==> config.mk <==
export PLATFORM = sky130hd
export DESIGN_NAME = lamsr_top
export DESIGN_NICKNAME = d
export VERILOG_FILES = /design/src/hdl/lamsr_pkg.sv /design/src/hdl/lamsr_top.sv /design/src/hdl/lamsr_sync.sv /design/src/hdl/lamsr_rate_dec.sv
export VERILOG_INCLUDE_DIRS = /design/src /design/src/hdl
export SDC_FILE = /design/constraint.sdc
export NUM_CORES = 1
export LEC_CHECK = 0
export CORE_MARGIN = 2
export CORE_UTILIZATION = 49
export CTS_BUF_LIST = sky130_fd_sc_hd__clkbuf_4 sky130_fd_sc_hd__clkbuf_8
export CTS_CLUSTER_SIZE = 20
export DETAILED_ROUTE_END_ITERATION = 7
export DONT_BUFFER_PORTS = 1
export MAX_ROUTING_LAYER = met4
export SLEW_MARGIN = 20
export SYNTH_ARGS = -nofsm -noshare
export SYNTH_HDL_FRONTEND = slang
export SYNTH_SLANG_ARGS = --single-unit
export TNS_END_PERCENT = 50
==> constraint.sdc <==
create_clock -name mclk_in -period 4.45 [get_ports mclk_in]
set_clock_uncertainty 0.15 [all_clocks]
set_input_delay 0.89 -clock mclk_in [delete_from_list [all_inputs] [get_ports mclk_in]]
set_output_delay 0.89 -clock mclk_in [all_outputs]
set_load 0.01 [all_outputs]
==> src/hdl/lamsr_map.svh <==
`ifndef LAMSR_MAP_SVH
`define LAMSR_MAP_SVH
`define LAMSR_ADDR_CTRL 8'h02
`define LAMSR_ADDR_CUR_HI 8'h03
`define LAMSR_ADDR_CUR_LO 8'h04
`define LAMSR_ADDR_FAULT 8'h05
`define LAMSR_ADDR_MODE 8'h06
`define LAMSR_ADDR_RES 8'h07
`define LAMSR_RST_FAULT 8'h00
`define LAMSR_RST_MODE 8'h00
`define LAMSR_RST_RES 8'h83
`define LAMSR_RST_CUR 10'h000
`define LAMSR_RST_RING_EN 1'b1
`define LAMSR_MODE_MASK 8'h1f
`define LAMSR_FAULT_MASK 8'h1f
`define LAMSR_BIT_TSD 4
`define LAMSR_BIT_SHORT 3
`define LAMSR_BIT_OPEN 2
`define LAMSR_BIT_UV 1
`define LAMSR_BIT_OVC 0
`define LAMSR_RATE_MSB 4
`define LAMSR_RATE_LSB 2
`define LAMSR_BIT_LIN 1
`define LAMSR_BIT_SETTLE 0
`define LAMSR_CTRL_BIT_RST 0
`define LAMSR_CTRL_BIT_RING 1
`define LAMSR_RES_MIN 8'h00
`define LAMSR_RES_MAX 8'hff
`endif

==> src/hdl/lamsr_pkg.sv <==
package lamsr_pkg;
  typedef struct packed {
    logic thermal_trip_flag;
    logic coil_short_flag;
    logic coil_open_flag;
    logic undervoltage_flag;
    logic overcurrent_flag;
  } lamsr_faults_t;

  typedef struct packed {
    logic wr;
    logic rd;
    logic [7:0] addr;
    logic [7:0] wdata;
  } lamsr_req_t;

  typedef enum logic [2:0] {
    LAMSR_RATE_0M5 = 3'h0,
    LAMSR_RATE_1M0 = 3'h1,
    LAMSR_RATE_NA2 = 3'h2,
    LAMSR_RATE_2M0 = 3'h3,
    LAMSR_RATE_NA4 = 3'h4,
    LAMSR_RATE_4M8 = 3'h5,
    LAMSR_RATE_6M0 = 3'h6,
    LAMSR_RATE_4M0 = 3'h7
  } lamsr_rate_t;

  typedef struct packed {
    logic valid;
    logic [12:0] khz;
  } lamsr_rate_info_t;

  typedef enum logic [1:0] {
    LAMSR_ST_STANDBY = 2'b01,
    LAMSR_ST_ACTIVE = 2'b10
  } lamsr_state_t;

  typedef struct packed {
    lamsr_state_t st;
    logic [7:0] fault_flags;
    logic [7:0] drive_mode_config;
    logic [7:0] coil_resonance_code;
    logic ring_en;
    logic [1:0] cur_hi;
    logic [9:0] coil_current_code;
    logic [7:0] rdata;
  } lamsr_regs_t;
endpackage

==> src/hdl/lamsr_top.sv <==
// Overview of operation
// RL1: fault byte holds thermal, short, open, undervoltage and overcurrent in bits 4..0, top three bits zero.
// RL2: all fault flags clear when the device goes from standby to active.
// RL3: a thermal trip forces standby and active is refused while the thermal flag or condition stands.
// RL4: settle bit 0 gives two resonance periods, 1 gives one.
// RL5: output-type bit 0 selects switched drive, 1 selects linear drive.
// RL6: rate field decodes 000 0.5, 001 1, 011 2, 101 4.8, 110 6.0, 111 4 MHz, 010 and 100 unassigned.
// RL7: the host writes the resonance code as 383 minus 19200 over the resonance in hertz, rounded.
// RL8: the resonance code resets to 8'h83, a 76.2 Hz default.
// RL9: the resonance code covers tuning from 50 Hz to 150 Hz.
// RL10: the mode byte resets to zero and its top three bits read zero.
// RL11: a software reset restores all registers, enters standby and self-clears.
// RL12: a new coil current applies only when the low byte write completes.
// RL13: mode byte holds rate in bits 4..2, output type in bit 1, settle in bit 0.
// RL14: writes to the fault byte and unused mode bits are ignored.
`include "lamsr_map.svh"
`timescale 1ns/10ps
`default_nettype none
module lamsr_top (
  input wire logic mclk_in,
  input wire logic rst_n_in,
  input wire lamsr_pkg::lamsr_req_t req_in,
  output logic [7:0] rdata_out,
  input wire logic go_active_in,
  input wire logic go_standby_in,
  input wire lamsr_pkg::lamsr_faults_t fault_det_in,
  input wire logic die_hot_in,
  output logic active_out,
  output logic linear_mode_out,
  output lamsr_pkg::lamsr_rate_t switch_rate_sel_out,
  output lamsr_pkg::lamsr_rate_info_t rate_info_out,
  output logic one_period_settle_out,
  output logic ring_en_out,
  output logic [7:0] resonance_code_out,
  output logic [9:0] coil_current_code_out,
  output logic coil_current_load_out
);
  import lamsr_pkg::*;

  lamsr_regs_t r;
  lamsr_regs_t next_r;
  logic load_r;
  logic next_load;
  logic [5:0] det_sync;
  lamsr_faults_t det;
  logic hot_sync;
  logic wr_ctrl;
  logic soft_rst;

  function automatic lamsr_regs_t defaults(input logic [7:0] rd);
    lamsr_regs_t d;
    d.st = LAMSR_ST_STANDBY;
    d.fault_flags = `LAMSR_RST_FAULT;
    d.drive_mode_config = `LAMSR_RST_MODE; // [RL10]
    d.coil_resonance_code = `LAMSR_RST_RES; // [RL8]
    d.ring_en = `LAMSR_RST_RING_EN;
    d.cur_hi = 2'h0;
    d.coil_current_code = `LAMSR_RST_CUR;
    d.rdata = rd;
    return d;
  endfunction

  function automatic logic hit(input lamsr_req_t q, input logic [7:0] a);
    return q.wr && (q.addr == a);
  endfunction

  lamsr_sync #(
    .WIDTH(6)
  ) u_sync (
    .mclk_in(mclk_in),
    .rst_n_in(rst_n_in),
    .async_in({die_hot_in, fault_det_in}),
    .sync_out(det_sync)
  );
  assign det = det_sync[4:0];
  assign hot_sync = det_sync[5];

  lamsr_rate_dec u_rate (
    .mclk_in(mclk_in),
    .rst_n_in(rst_n_in),
    .rate_in(switch_rate_sel_out),
    .info_out(rate_info_out)
  );

  assign wr_ctrl = hit(req_in, `LAMSR_ADDR_CTRL);
  assign soft_rst = wr_ctrl && req_in.wdata[`LAMSR_CTRL_BIT_RST]; // [RL11]

  always_comb
  begin
    next_r = r;
    next_load = 1'b0;
    // sticky fault capture
    next_r.fault_flags = (r.fault_flags | {3'h0, det}) & `LAMSR_FAULT_MASK; // [RL1]
    case (r.st)
      LAMSR_ST_STANDBY:
      begin
        // thermal trip blocks wake until cooled and flag cleared
        if (go_active_in && !r.fault_flags[`LAMSR_BIT_TSD] && !det.thermal_trip_flag && !hot_sync) // [RL3]
        begin
          next_r.st = LAMSR_ST_ACTIVE;
          next_r.fault_flags = {3'h0, det}; // [RL2]
        end
      end
      LAMSR_ST_ACTIVE:
      begin
        if (go_standby_in || det.thermal_trip_flag) // [RL3]
          next_r.st = LAMSR_ST_STANDBY;
      end
      default:
        next_r.st = LAMSR_ST_STANDBY;
    endcase
    // cooled die in standby releases the thermal flag
    if (r.st == LAMSR_ST_STANDBY && !hot_sync && !det.thermal_trip_flag)
      next_r.fault_flags[`LAMSR_BIT_TSD] = 1'b0; // [RL3]
    if (wr_ctrl)
      next_r.ring_en = req_in.wdata[`LAMSR_CTRL_BIT_RING];
    if (hit(req_in, `LAMSR_ADDR_CUR_HI))
      next_r.cur_hi = req_in.wdata[1:0];
    if (hit(req_in, `LAMSR_ADDR_CUR_LO))
    begin
      next_r.coil_current_code = {r.cur_hi, req_in.wdata}; // [RL12]
      next_load = 1'b1;
    end
    // fault byte has no write path
    if (hit(req_in, `LAMSR_ADDR_MODE))
      next_r.drive_mode_config = req_in.wdata & `LAMSR_MODE_MASK; // [RL14] [RL13]
    if (hit(req_in, `LAMSR_ADDR_RES))
      next_r.coil_resonance_code = req_in.wdata; // [RL9]
    if (soft_rst)
    begin
      next_r = defaults(r.rdata); // [RL11]
      next_r.fault_flags = {3'h0, det};
      next_load = 1'b1;
    end
    next_r.rdata = 8'h00;
    if (req_in.rd)
    begin
      case (req_in.addr)
        `LAMSR_ADDR_CTRL: next_r.rdata = {6'h00, r.ring_en, 1'b0};
        `LAMSR_ADDR_CUR_HI: next_r.rdata = {6'h00, r.coil_current_code[9:8]};
        `LAMSR_ADDR_CUR_LO: next_r.rdata = r.coil_current_code[7:0];
        `LAMSR_ADDR_FAULT: next_r.rdata = r.fault_flags & `LAMSR_FAULT_MASK; // [RL1]
        `LAMSR_ADDR_MODE: next_r.rdata = r.drive_mode_config & `LAMSR_MODE_MASK; // [RL10]
        `LAMSR_ADDR_RES: next_r.rdata = r.coil_resonance_code;
        default: next_r.rdata = 8'h00;
      endcase
    end
  end

  always_ff @(posedge mclk_in)
  begin
    if (!rst_n_in)
    begin
      r <= defaults(8'h00);
      load_r <= 1'b0;
    end
    else
    begin
      r <= next_r;
      load_r <= next_load;
    end
  end

  assign rdata_out = r.rdata;
  assign active_out = (r.st == LAMSR_ST_ACTIVE);
  assign linear_mode_out = r.drive_mode_config[`LAMSR_BIT_LIN]; // [RL5]
  assign switch_rate_sel_out = lamsr_rate_t'(r.drive_mode_config[`LAMSR_RATE_MSB:`LAMSR_RATE_LSB]); // [RL13]
  assign one_period_settle_out = r.drive_mode_config[`LAMSR_BIT_SETTLE]; // [RL4]
  assign ring_en_out = r.ring_en;
  assign resonance_code_out = r.coil_resonance_code;
  assign coil_current_code_out = r.coil_current_code;
  assign coil_current_load_out = load_r;
endmodule
`default_nettype wire

==> src/hdl/lamsr_sync.sv <==
`timescale 1ns/10ps
`default_nettype none
// two-stage synchroniser for fault detector levels
module lamsr_sync #(
  parameter int WIDTH = 5
) (
  input wire logic mclk_in,
  input wire logic rst_n_in,
  input wire logic [WIDTH-1:0] async_in,
  output logic [WIDTH-1:0] sync_out
);
  typedef struct packed {
    logic [WIDTH-1:0] s1;
    logic [WIDTH-1:0] s2;
  } lamsr_sync_st_t;
  lamsr_sync_st_t r;
  lamsr_sync_st_t next_r;
  always_comb
  begin
    next_r.s1 = async_in;
    next_r.s2 = r.s1;
  end
  always_ff @(posedge mclk_in)
  begin
    if (!rst_n_in)
      r <= '0;
    else
      r <= next_r;
  end
  assign sync_out = r.s2;
endmodule
`default_nettype wire

==> src/hdl/lamsr_rate_dec.sv <==
`timescale 1ns/10ps
`default_nettype none
// decodes switching-rate field into kHz and a valid flag
module lamsr_rate_dec (
  input wire logic mclk_in,
  input wire logic rst_n_in,
  input wire lamsr_pkg::lamsr_rate_t rate_in,
  output lamsr_pkg::lamsr_rate_info_t info_out
);
  import lamsr_pkg::*;
  typedef struct packed {
    lamsr_rate_info_t info;
  } lamsr_rd_st_t;
  lamsr_rd_st_t r;
  lamsr_rd_st_t next_r;

  function automatic lamsr_rate_info_t decode(input lamsr_rate_t c);
    lamsr_rate_info_t d;
    d.valid = 1'b1;
    case (c)
      LAMSR_RATE_0M5: d.khz = 13'd500;
      LAMSR_RATE_1M0: d.khz = 13'd1000;
      LAMSR_RATE_2M0: d.khz = 13'd2000;
      LAMSR_RATE_4M8: d.khz = 13'd4800;
      LAMSR_RATE_6M0: d.khz = 13'd6000;
      LAMSR_RATE_4M0: d.khz = 13'd4000;
      default:
      begin
        d.valid = 1'b0;
        d.khz = 13'd0;
      end
    endcase
    return d;
  endfunction

  always_comb
  begin
    next_r.info = decode(rate_in); // [RL6]
  end
  always_ff @(posedge mclk_in)
  begin
    if (!rst_n_in)
      r <= '{info: '{valid: 1'b1, khz: 13'd500}};
    else
      r <= next_r;
  end
  assign info_out = r.info;
endmodule
`default_nettype wire

# Yosys cells after proc, flatten, opt, wreduce, memory -nomap -nowiden
# Cells that the tools add are included.
# classes
n_mux	16
eq_ne	15
shifts	0
n_reduce_logical	20
n_lt_le_gt_ge	0
add_sub_neg	0
n_mul	0
n_div	0
bitwise_logic	2
# ops
op	n
13-bit case mux with 6 select lines	1
8-bit case mux with 6 select lines	1
42-bit 2-to-1 mux	1
8-bit by 3-bit == test with 1-bit output (second input constant)	4
10-bit 2-to-1 mux	2
8-bit by 2-bit == test with 1-bit output (second input constant)	2
1-bit logical AND	11
5-bit 2-to-1 mux	2
3-bit == test (second input constant)	3
8-bit 2-to-1 mux	1
6-bit OR reduction	1
1-bit 2-to-1 mux	5
5-bit OR	1
2-bit 2-to-1 mux	2
2-bit case mux with 2 select lines	1
2-bit AND reduction	2
3-bit by 1-bit == test with 1-bit output (second input constant)	1
3-bit by 2-bit == test with 1-bit output (second input constant)	1
1-bit logical NOT	3
3-bit logical NOT	1
2-bit by 1-bit == test with 1-bit output (second input constant)	1
2-bit == test (second input constant)	1
2-bit by 1-bit != test with 1-bit output (second input constant)	1
2-bit != test (second input constant)	1
3 further kinds	3
# totals
romBits	0
regBits	68
memories	0
out_inout_bits	48
ram_bits	0
latch_bits	0
elab_cells	66
input_bits	28

# Longest topological paths before layout
# Gate-level depths: netlist of run 1.
# logic_depth
depth_word	8
ltp_mapped	6
depth_no_buf	3

# Cells and area by module
# A second synthesis of run 1 with hierarchy kept.
# unflattened
cells_unflattened	282
hier_area_um2	2768.9
# modules_own_cells
module	n_inst	cells_per_inst	seq_area_each_um2	area_per_inst_um2
lamsr_top	1	216	840.8	1999.4
lamsr_rate_dec	1	41	240.2	432.9
lamsr_sync	1	25	240.2	336.6

# Least setup slack after synthesis of run 1
# OpenSTA, ideal clock, no wires.
# synth_timing
kind	input -> register
startpoint	input port req_in[8] (netlist name)
endpoint	register r (netlist bit rdata_out[2])
arrival_ps	1988
cell_stages	5
path_slack_ps	2187
n_path_buf	2
required_time_ps	4175
setup_time_ps	125
cell_sequence	clkbuf_1 buf_2 mux4_2 nand2_1 nor2_1
# synth_between
elab_chain_cells	2
elab_cells_between_ends	7
classes_between	6 x eq/ne; 1 x mux
# synth_lines
element	line_no	source
from (decl)	lamsr_top.sv:22	input wire lamsr_pkg::lamsr_req_t req_in,
8-bit by 3-bit == test with 1-bit output or 8-bit by 2-bit == test with 1-bit output (tied branches)	lamsr_top.sv:138	case (req_in.addr)
8-bit case mux with 6 select lines (*)	lamsr_top.sv:138	
to (signal assigned)	lamsr_top.sv:154	r <= defaults(8'h00);
to (signal assigned)	lamsr_top.sv:159	r <= next_r;
to (decl)	lamsr_top.sv:40	lamsr_regs_t r;
# Every way passes the cells marked *; elsewhere a longest branch is shown, timed or not.
# A chain may end at the register's enable or synchronous reset.

# Worst setup path after layout of run 1
# layout_timing
startpoint	input port req_in[14] (netlist name)
endpoint	register r (netlist bit resonance_code_out[3])
# layout_between
elab_chain_cells	4
elab_cells_between_ends	6
classes_between	2 x eq/ne; 4 x reduce/logical
# layout_lines
element	line_no	source
8-bit by 2-bit == test with 1-bit output	lamsr_top.sv:64	return q.wr && (q.addr == a);
1-bit logical AND	lamsr_top.sv:64	
1-bit logical AND	lamsr_top.sv:86	assign soft_rst = wr_ctrl && req_in.wdata[`LAMSR_CTRL_BIT_RST];
2-bit OR reduction (no source line)	n/a	
# Several ways; a longest one is shown, not always the timed one.

==> impl_metrics.yaml, run 1 <==
drt:
  drtPass1Iterations: 4
  drt_iter0_markers: 125
  vias_per_cell: 6.139
  wire_per_inst_um: 19.51
  drt_wl_total_mm: 6.438
  drc_errors: 0
  antenna_left: 0
  vias: 2026
grt:
  antenna_found_initial: 0
  grt_pass1_vias: 1878
  overflow: 0
  grt_max_degree: 31
  grtUsageTotal_pct: 21.75
  grt_pass1_wl_mm: 10.18
power:
  power_frac_clock_pct: 40.6
  netSwitchingFraction_pct: 22.77
  p_per_area_nw_per_um2: 396.4
  p_seq_share_pct: 54.7
  p_int_uw: 851.1
  ir_worst_vdd_v: 0.0001832
  p_leak_nw: 0.9256
  p_sw_uw: 250.9
  comb_power_share_pct: 4.6
  p_total_mw: 1.102
final_layout:
  finalInstanceArea_sq_um: 2780
  fillers: 535
  layout.nets: 283
  diodes: 0
  areaGrowthSynthToFinish_pct: -1.332
  drive_above_1_share_pct: 10.47
worst_setup_path:
  crit_required_ns: 4.48
  crit_type: "in -> reg"
  cpMaxStageDelayCell: "nand4bb_1"
  arrival_ns: 2.50
  path_max_fanout: 23
  critPathCaptureType: "flip-flop"
  worstSetupStartpointType: "input pin"
  reg2regPathDepth: 3
  r2r_slack_ns: 2.53
  reg2reg_from: "r[45]$_SDFFE_PP1P_"
  crit_chain: "nand4bb_1 > o31ai_1 > a21oi_1"
  slowest_delay_ns: 0.90
  crit_family: "simple AND/OR/NAND/NOR gates"
  timing.rr.end: "r[38]$_SDFF_PN0_"
  cp.buffers_inverters: 0
clock_tree:
  cts_resized: 0
  post_cts_buffers: 0
  cts_buffers: 9
  clock_latency_ns: 0.33
  numClockSinks: 66
  cts_root_buffer: "clkbuf_8"
  h-tree-depth: 3
  cts_tree: "built"
  clk_path_buf_depth: 2
  path_clk_slew_ns: 0.07
  cts_hold_buf: 0
floorplan:
  num_rows: 27
  num_io_pins: 76
  initial_core_util_pct: 50.86
  die_w_um: 79.83
  die_h_um: 79.83
  dieArea_sq_um: 6373
  core_area_sq_um: 5540
hold_path:
  hp-start: "u_sync.next_r[5]$_SDFF_PN0_"
  hold-path-endpoint: "u_sync.sync_out[5]$_SDFF_PN0_"
  hp-class: "reg -> reg"
  hold_depth: 1
timing:
  tightest_slew_ns: 1.064
  hold_viol: 0
  tns_ns: 0
  relSlewSlack_pct: 28.65
  fmax_mhz: 405.1
  fin_crit_sh_pct: 55.47
  rsz0062_at_grt: "no"
  drv_slew: 0
  setup_viol: 0
  fin_crit_ns: 2.468
place:
  io_buffers: 0
  place_hpwl_mm: 4.194
  placed_area_sq_um: 2600
  place_congestion: 0.7661
flow_run:
  max_cap_violations: 0
synth:
  synth-seq-cells: 66
  ys.flop_type: "dfxtp_1"
  synthTopCellsByArea: "dfxtp_1 (47%), buf_4 (8.3%), o31ai_1 (5.6%)"
  synth_top_area_share_pct: 46.89
  syn_avg_cell_area_sq_um: 9.424
  synthesis.yosys.warnings: 0
  syn_area_sq_um: 2818
  synth_enable_flop_cells: 0
  synthCells: 299
  synth_top_cells_by_count: "dfxtp_1 (66), buf_4 (31), a21oi_1 (26)"
  yosys.area.top_type: "dfxtp_1"
  synthArstFlopShare_pct: 0
  ys_seq_area_share_pct: 46.89
  synth_most_common_cell: "dfxtp_1"
  ys_types: 41
status:
  outcome: "complete, no violations"
-- power groups by stage --
stage               sequential, mW  clock (mW)  combinational [mW]
finish                       0.603       0.448              0.0511
global route                 0.604       0.490              0.0562
CTS                          0.603       0.457              0.0502
detailed placement           0.617           0              0.0503
global placement             0.617           0              0.0503
floorplan                    0.615           0              0.0504
-- layout by cell type (no fill, tap or decap), types with 2 or more instances in the layout --
cell	Yosys	routed
dfxtp_1	66	66
o31ai_1	21	21
o21ai_0	4	4
or2_2	2	2
nand2_1	15	15
nor2_1	14	14
o22ai_1	2	2
a22oi_1	3	3
clkbuf_8	0	11
a32o_1	5	5
xor2_1	2	2
and2_1	14	14
nor4_1	5	5
mux4_2	5	5
nor2b_1	5	5
mux2_2	2	2
a31oi_1	3	3
a21oi_1	26	26
buf_4	31	2
conb_1	1	2
nand3b_1	4	4
nand4_1	23	23
nor3_1	3	2
-- layout make-up --
class	count	area, sq um	area share [%]
Sequential cell	66	1321	47.52
Multi-Input combinational cell	175	1177	42.35
Clock buffer	12	158.9	5.716
Tap cell	72	90.09	3.240
Timing Repair Buffer	2	15.01	0.5401
Clock inverter	2	13.76	0.4950
Inverter	1	3.754	0.1350
-- flip-flops by register name (all words and copies together), names as in the netlist --
register	cells
u_sync.next_r	6
rdata_out	8
resonance_code_out	8
u_sync.sync_out	6
u_rate.info_out	12
ring_en_out	1
linear_mode_out	1
one_period_settle_out	1
coil_current_code_out	10
r	9
coil_current_load_out	1
switch_rate_sel_out	3
-- through the flow --
step                      worst slack (ns)  util, %  hold WS [ns]  instances
after floorplan                      2.187        -        0.2619        300
after global placement               1.701    46.93        0.2682        315
after detailed placement             1.694    46.93        0.2696        315
after CTS                            2.052    50.05        0.2796        329
after global routing                 1.815    50.18        0.3083        330
final                                1.982    50.18        0.2786        330
-- kinds of logic (layout without fill, tap and decap cells) --
logic type             Yosys count  in the layout  synth area share (%)
buffers and inverters           59             17                 12.17
XOR/XNOR                         2              2                0.6218
multiplexers                     8              8                 5.151
flip-flops                      66             66                 46.89
AO/OA/AOI/OAI                   69             69                 16.12
AND/OR/NAND/NOR                 94             94                 18.92
other                            1              2                0.1331
-- worst reg2reg max path, cell delays in order (launching register included) --
cell and delay [ns]:
dfxtp_1 0.33, or3b_1 0.37, or4b_1 0.65, a32o_1 0.31
-- per-layer routing --
| metal | vias to the layer above | wire length [um] | GRT usage [%] |
|---|---|---|---|
| met1 | 963 | 2839 | 29.52 |
| met4 | 0 | 78 | 6.271 |
| li1 | 972 | - | - |
| met5 | - | 0 | - |
| met3 | 8 | 599 | 10.07 |
| met2 | 83 | 2920 | 28.91 |
-- how the worst max path moves through the flow --
stage                                                 end  startpoint  cells past startpoint  slack (ns)
floorplan                         rdata_out[2]$_SDFF_PN0_   req_in[8]                      5        2.19
global placement       resonance_code_out[6]$_SDFFE_PP0P_  req_in[14]                      3        1.70
detailed placement  coil_current_code_out[8]$_SDFFE_PP0P_  req_in[14]                      3        1.69
CTS                    resonance_code_out[3]$_SDFFE_PP0P_  req_in[14]                      3        2.05
global route           resonance_code_out[3]$_SDFFE_PP0P_  req_in[14]                      3        1.82
finish                 resonance_code_out[3]$_SDFFE_PP0P_  req_in[14]                      3        1.98
Power figures use the tool's default switching activity.
==> inputs of run 2 (changes only) <==
PLACE_DENSITY = 0.66   (was not set)
clock period = 2.1 ns   (was 4.45 ns; I/O delays follow)
==> impl_metrics.yaml, run 2 (synthesized netlist as in run 1, its figures left out) <==
timing:
  layout_setup_ws_ns: 0.1980
  tns_ns: 0
  hold_viol: 0
  rsz0062_at_grt: "no"
  fin_crit_sh_pct: 90.57
  drv_slew: 0
  fin_crit_ns: 1.902
  fmax_mhz: 525.8
  holdWs_ns: 0.01963
  tightest_slew_ns: 0.7631
  setup_viol: 0
  relSlewSlack_pct: 48.45
grt:
  grt_pass1_wl_mm: 10.18
  grtUsageTotal_pct: 21.60
  overflow: 0
  grt_max_degree: 29
  antenna_found_initial: 0
  grt_pass1_vias: 1951
final_layout:
  layout_common_cells: "dfxtp_1 (66), a21oi_1 (26), nand4_1 (23), o31ai_1 (21), nand2_1 (15)"
  diodes: 0
  areaGrowthSynthToFinish_pct: 3.108
  multi_input_area_sq_um: 1177
  fillers: 543
  final_common_cell: "dfxtp_1"
  layout.nets: 294
  stdcell_count: 343
  register_area_sq_um: 1321
  largest_reg_flops: 12
  drive_above_1_share_pct: 14.39
worst_setup_path:
  crit_required_ns: 2.18
  slowest_delay_ns: 0.64
  timing.rr.end: "r[39]$_SDFF_PN0_"
  r2r_slack_ns: 0.20
  reg2regPathDepth: 3
  cp.buffers_inverters: 0
  reg2reg_from: "r[46]$_SDFFE_PP0P_"
  cpMaxStageDelayCell: "or4b_1"
  crit_family: "simple AND/OR/NAND/NOR gates"
  arrival_ns: 1.98
  critPathCaptureType: "flip-flop"
  worstSetupStartpointType: "flip-flop"
  crit_type: "reg -> reg"
  path_max_fanout: 6
  crit_chain: "or3b_1 > or4b_1 > a32o_1"
drt:
  vias_per_cell: 6.216
  drt_iter0_markers: 203
  vias: 2132
  drc_errors: 0
  wl_met2_mm: 2.869
  drt_wl_total_mm: 6.490
  antenna_left: 0
  drtPass1Iterations: 5
  dr_wl_met3_um: 706
  top_layer: "met4"
  met1_length_mm: 2.789
  wire_per_inst_um: 18.92
hold_path:
  hp-start: "rst_n_in"
  hp-class: "in -> reg"
  hold_depth: 1
  hold-path-endpoint: "u_rate.info_out[4]$_SDFF_PN1_"
floorplan:
  num_io_pins: 76
  dieArea_sq_um: 6373
  die_w_um: 79.83
  core_area_sq_um: 5540
  die_h_um: 79.83
  initial_core_util_pct: 50.86
  num_rows: 27
place:
  pre_cts_slack_ns: 0.2105
  place_congestion: 0.8846
  place_inst: 326
  io_buffers: 0
  place_hpwl_mm: 4.283
clock_tree:
  clk_path_buf_depth: 2
  path_clk_slew_ns: 0.07
  cts_tree: "built"
  h-tree-depth: 3
  numClockSinks: 66
  cts_root_buffer: "clkbuf_8"
  cts_buffers: 9
  clock_latency_ns: 0.34
status:
  outcome: "complete, no violations"
power:
  p_leak_nw: 0.9846
  ir_worst_vdd_v: 0.0004057
  p_per_area_nw_per_um2: 867.8
flow_run:
  max_cap_violations: 0
==> run 2: worst max path at each step <==
stage	from	to	slack, ns	cells after the start
after detailed placement	r[46]$_SDFFE_PP0P_	r[39]$_SDFF_PN0_	0.21	3
after global routing	r[45]$_SDFFE_PP1P_	r[39]$_SDFF_PN0_	0.14	3
after floorplan	r[46]$_SDFFE_PP0P_	r[37]$_SDFF_PN0_	0.30	4
final	r[46]$_SDFFE_PP0P_	r[39]$_SDFF_PN0_	0.20	3
after CTS	r[46]$_SDFFE_PP0P_	r[39]$_SDFF_PN0_	0.20	3
after global placement	r[46]$_SDFFE_PP0P_	r[40]$_SDFF_PN0_	0.26	3
==> run 2: timing repair <==
action                    4_1_cts  5_1_grt
hold buffers                    1        0
resized for setup               0        0
hold endpoints to repair        3        0
setup buffers                   0        0
==> run 2: power by group <==
group / leakage [nW] / switching [mW] / internal (mW)
registers: 0.536 / 0.00835 / 1.27
clock network: 0.0982 / 0.502 / 0.617
logic: 0.351 / 0.0727 / 0.0518
total: 0.985 / 0.583 / 1.94
==> run 2: cell type report <==
cell class,instances,share of cell area (%)
well taps,72,3.101
clock inverters,5,2.110
clock buffers,11,5.211
inverters,1,0.1292
flip-flops and latches,66,45.48
multi-input cells,175,40.53
repair buffers,13,3.445
==> run 2: through the flow <==
| stage | util [%] | power, mW | instance area [sq um] |
|---|---|---|---|
| after global placement | 48.42 | 1.425 | 2683 |
| after CTS | 52.44 | 2.539 | 2905 |
| after global routing | 52.44 | 2.614 | 2905 |
| after floorplan | - | 1.410 | 2821 |
| after detailed placement | 48.42 | 1.427 | 2683 |
| final | 52.44 | 2.521 | 2905 |
==> run 2: metal layers <==
layer	up-vias	global-route usage, %
met1	1012	30.12
li1	992	-
met4	0	10.17
met5	-	-
met3	13	6.448
met2	115	28.49
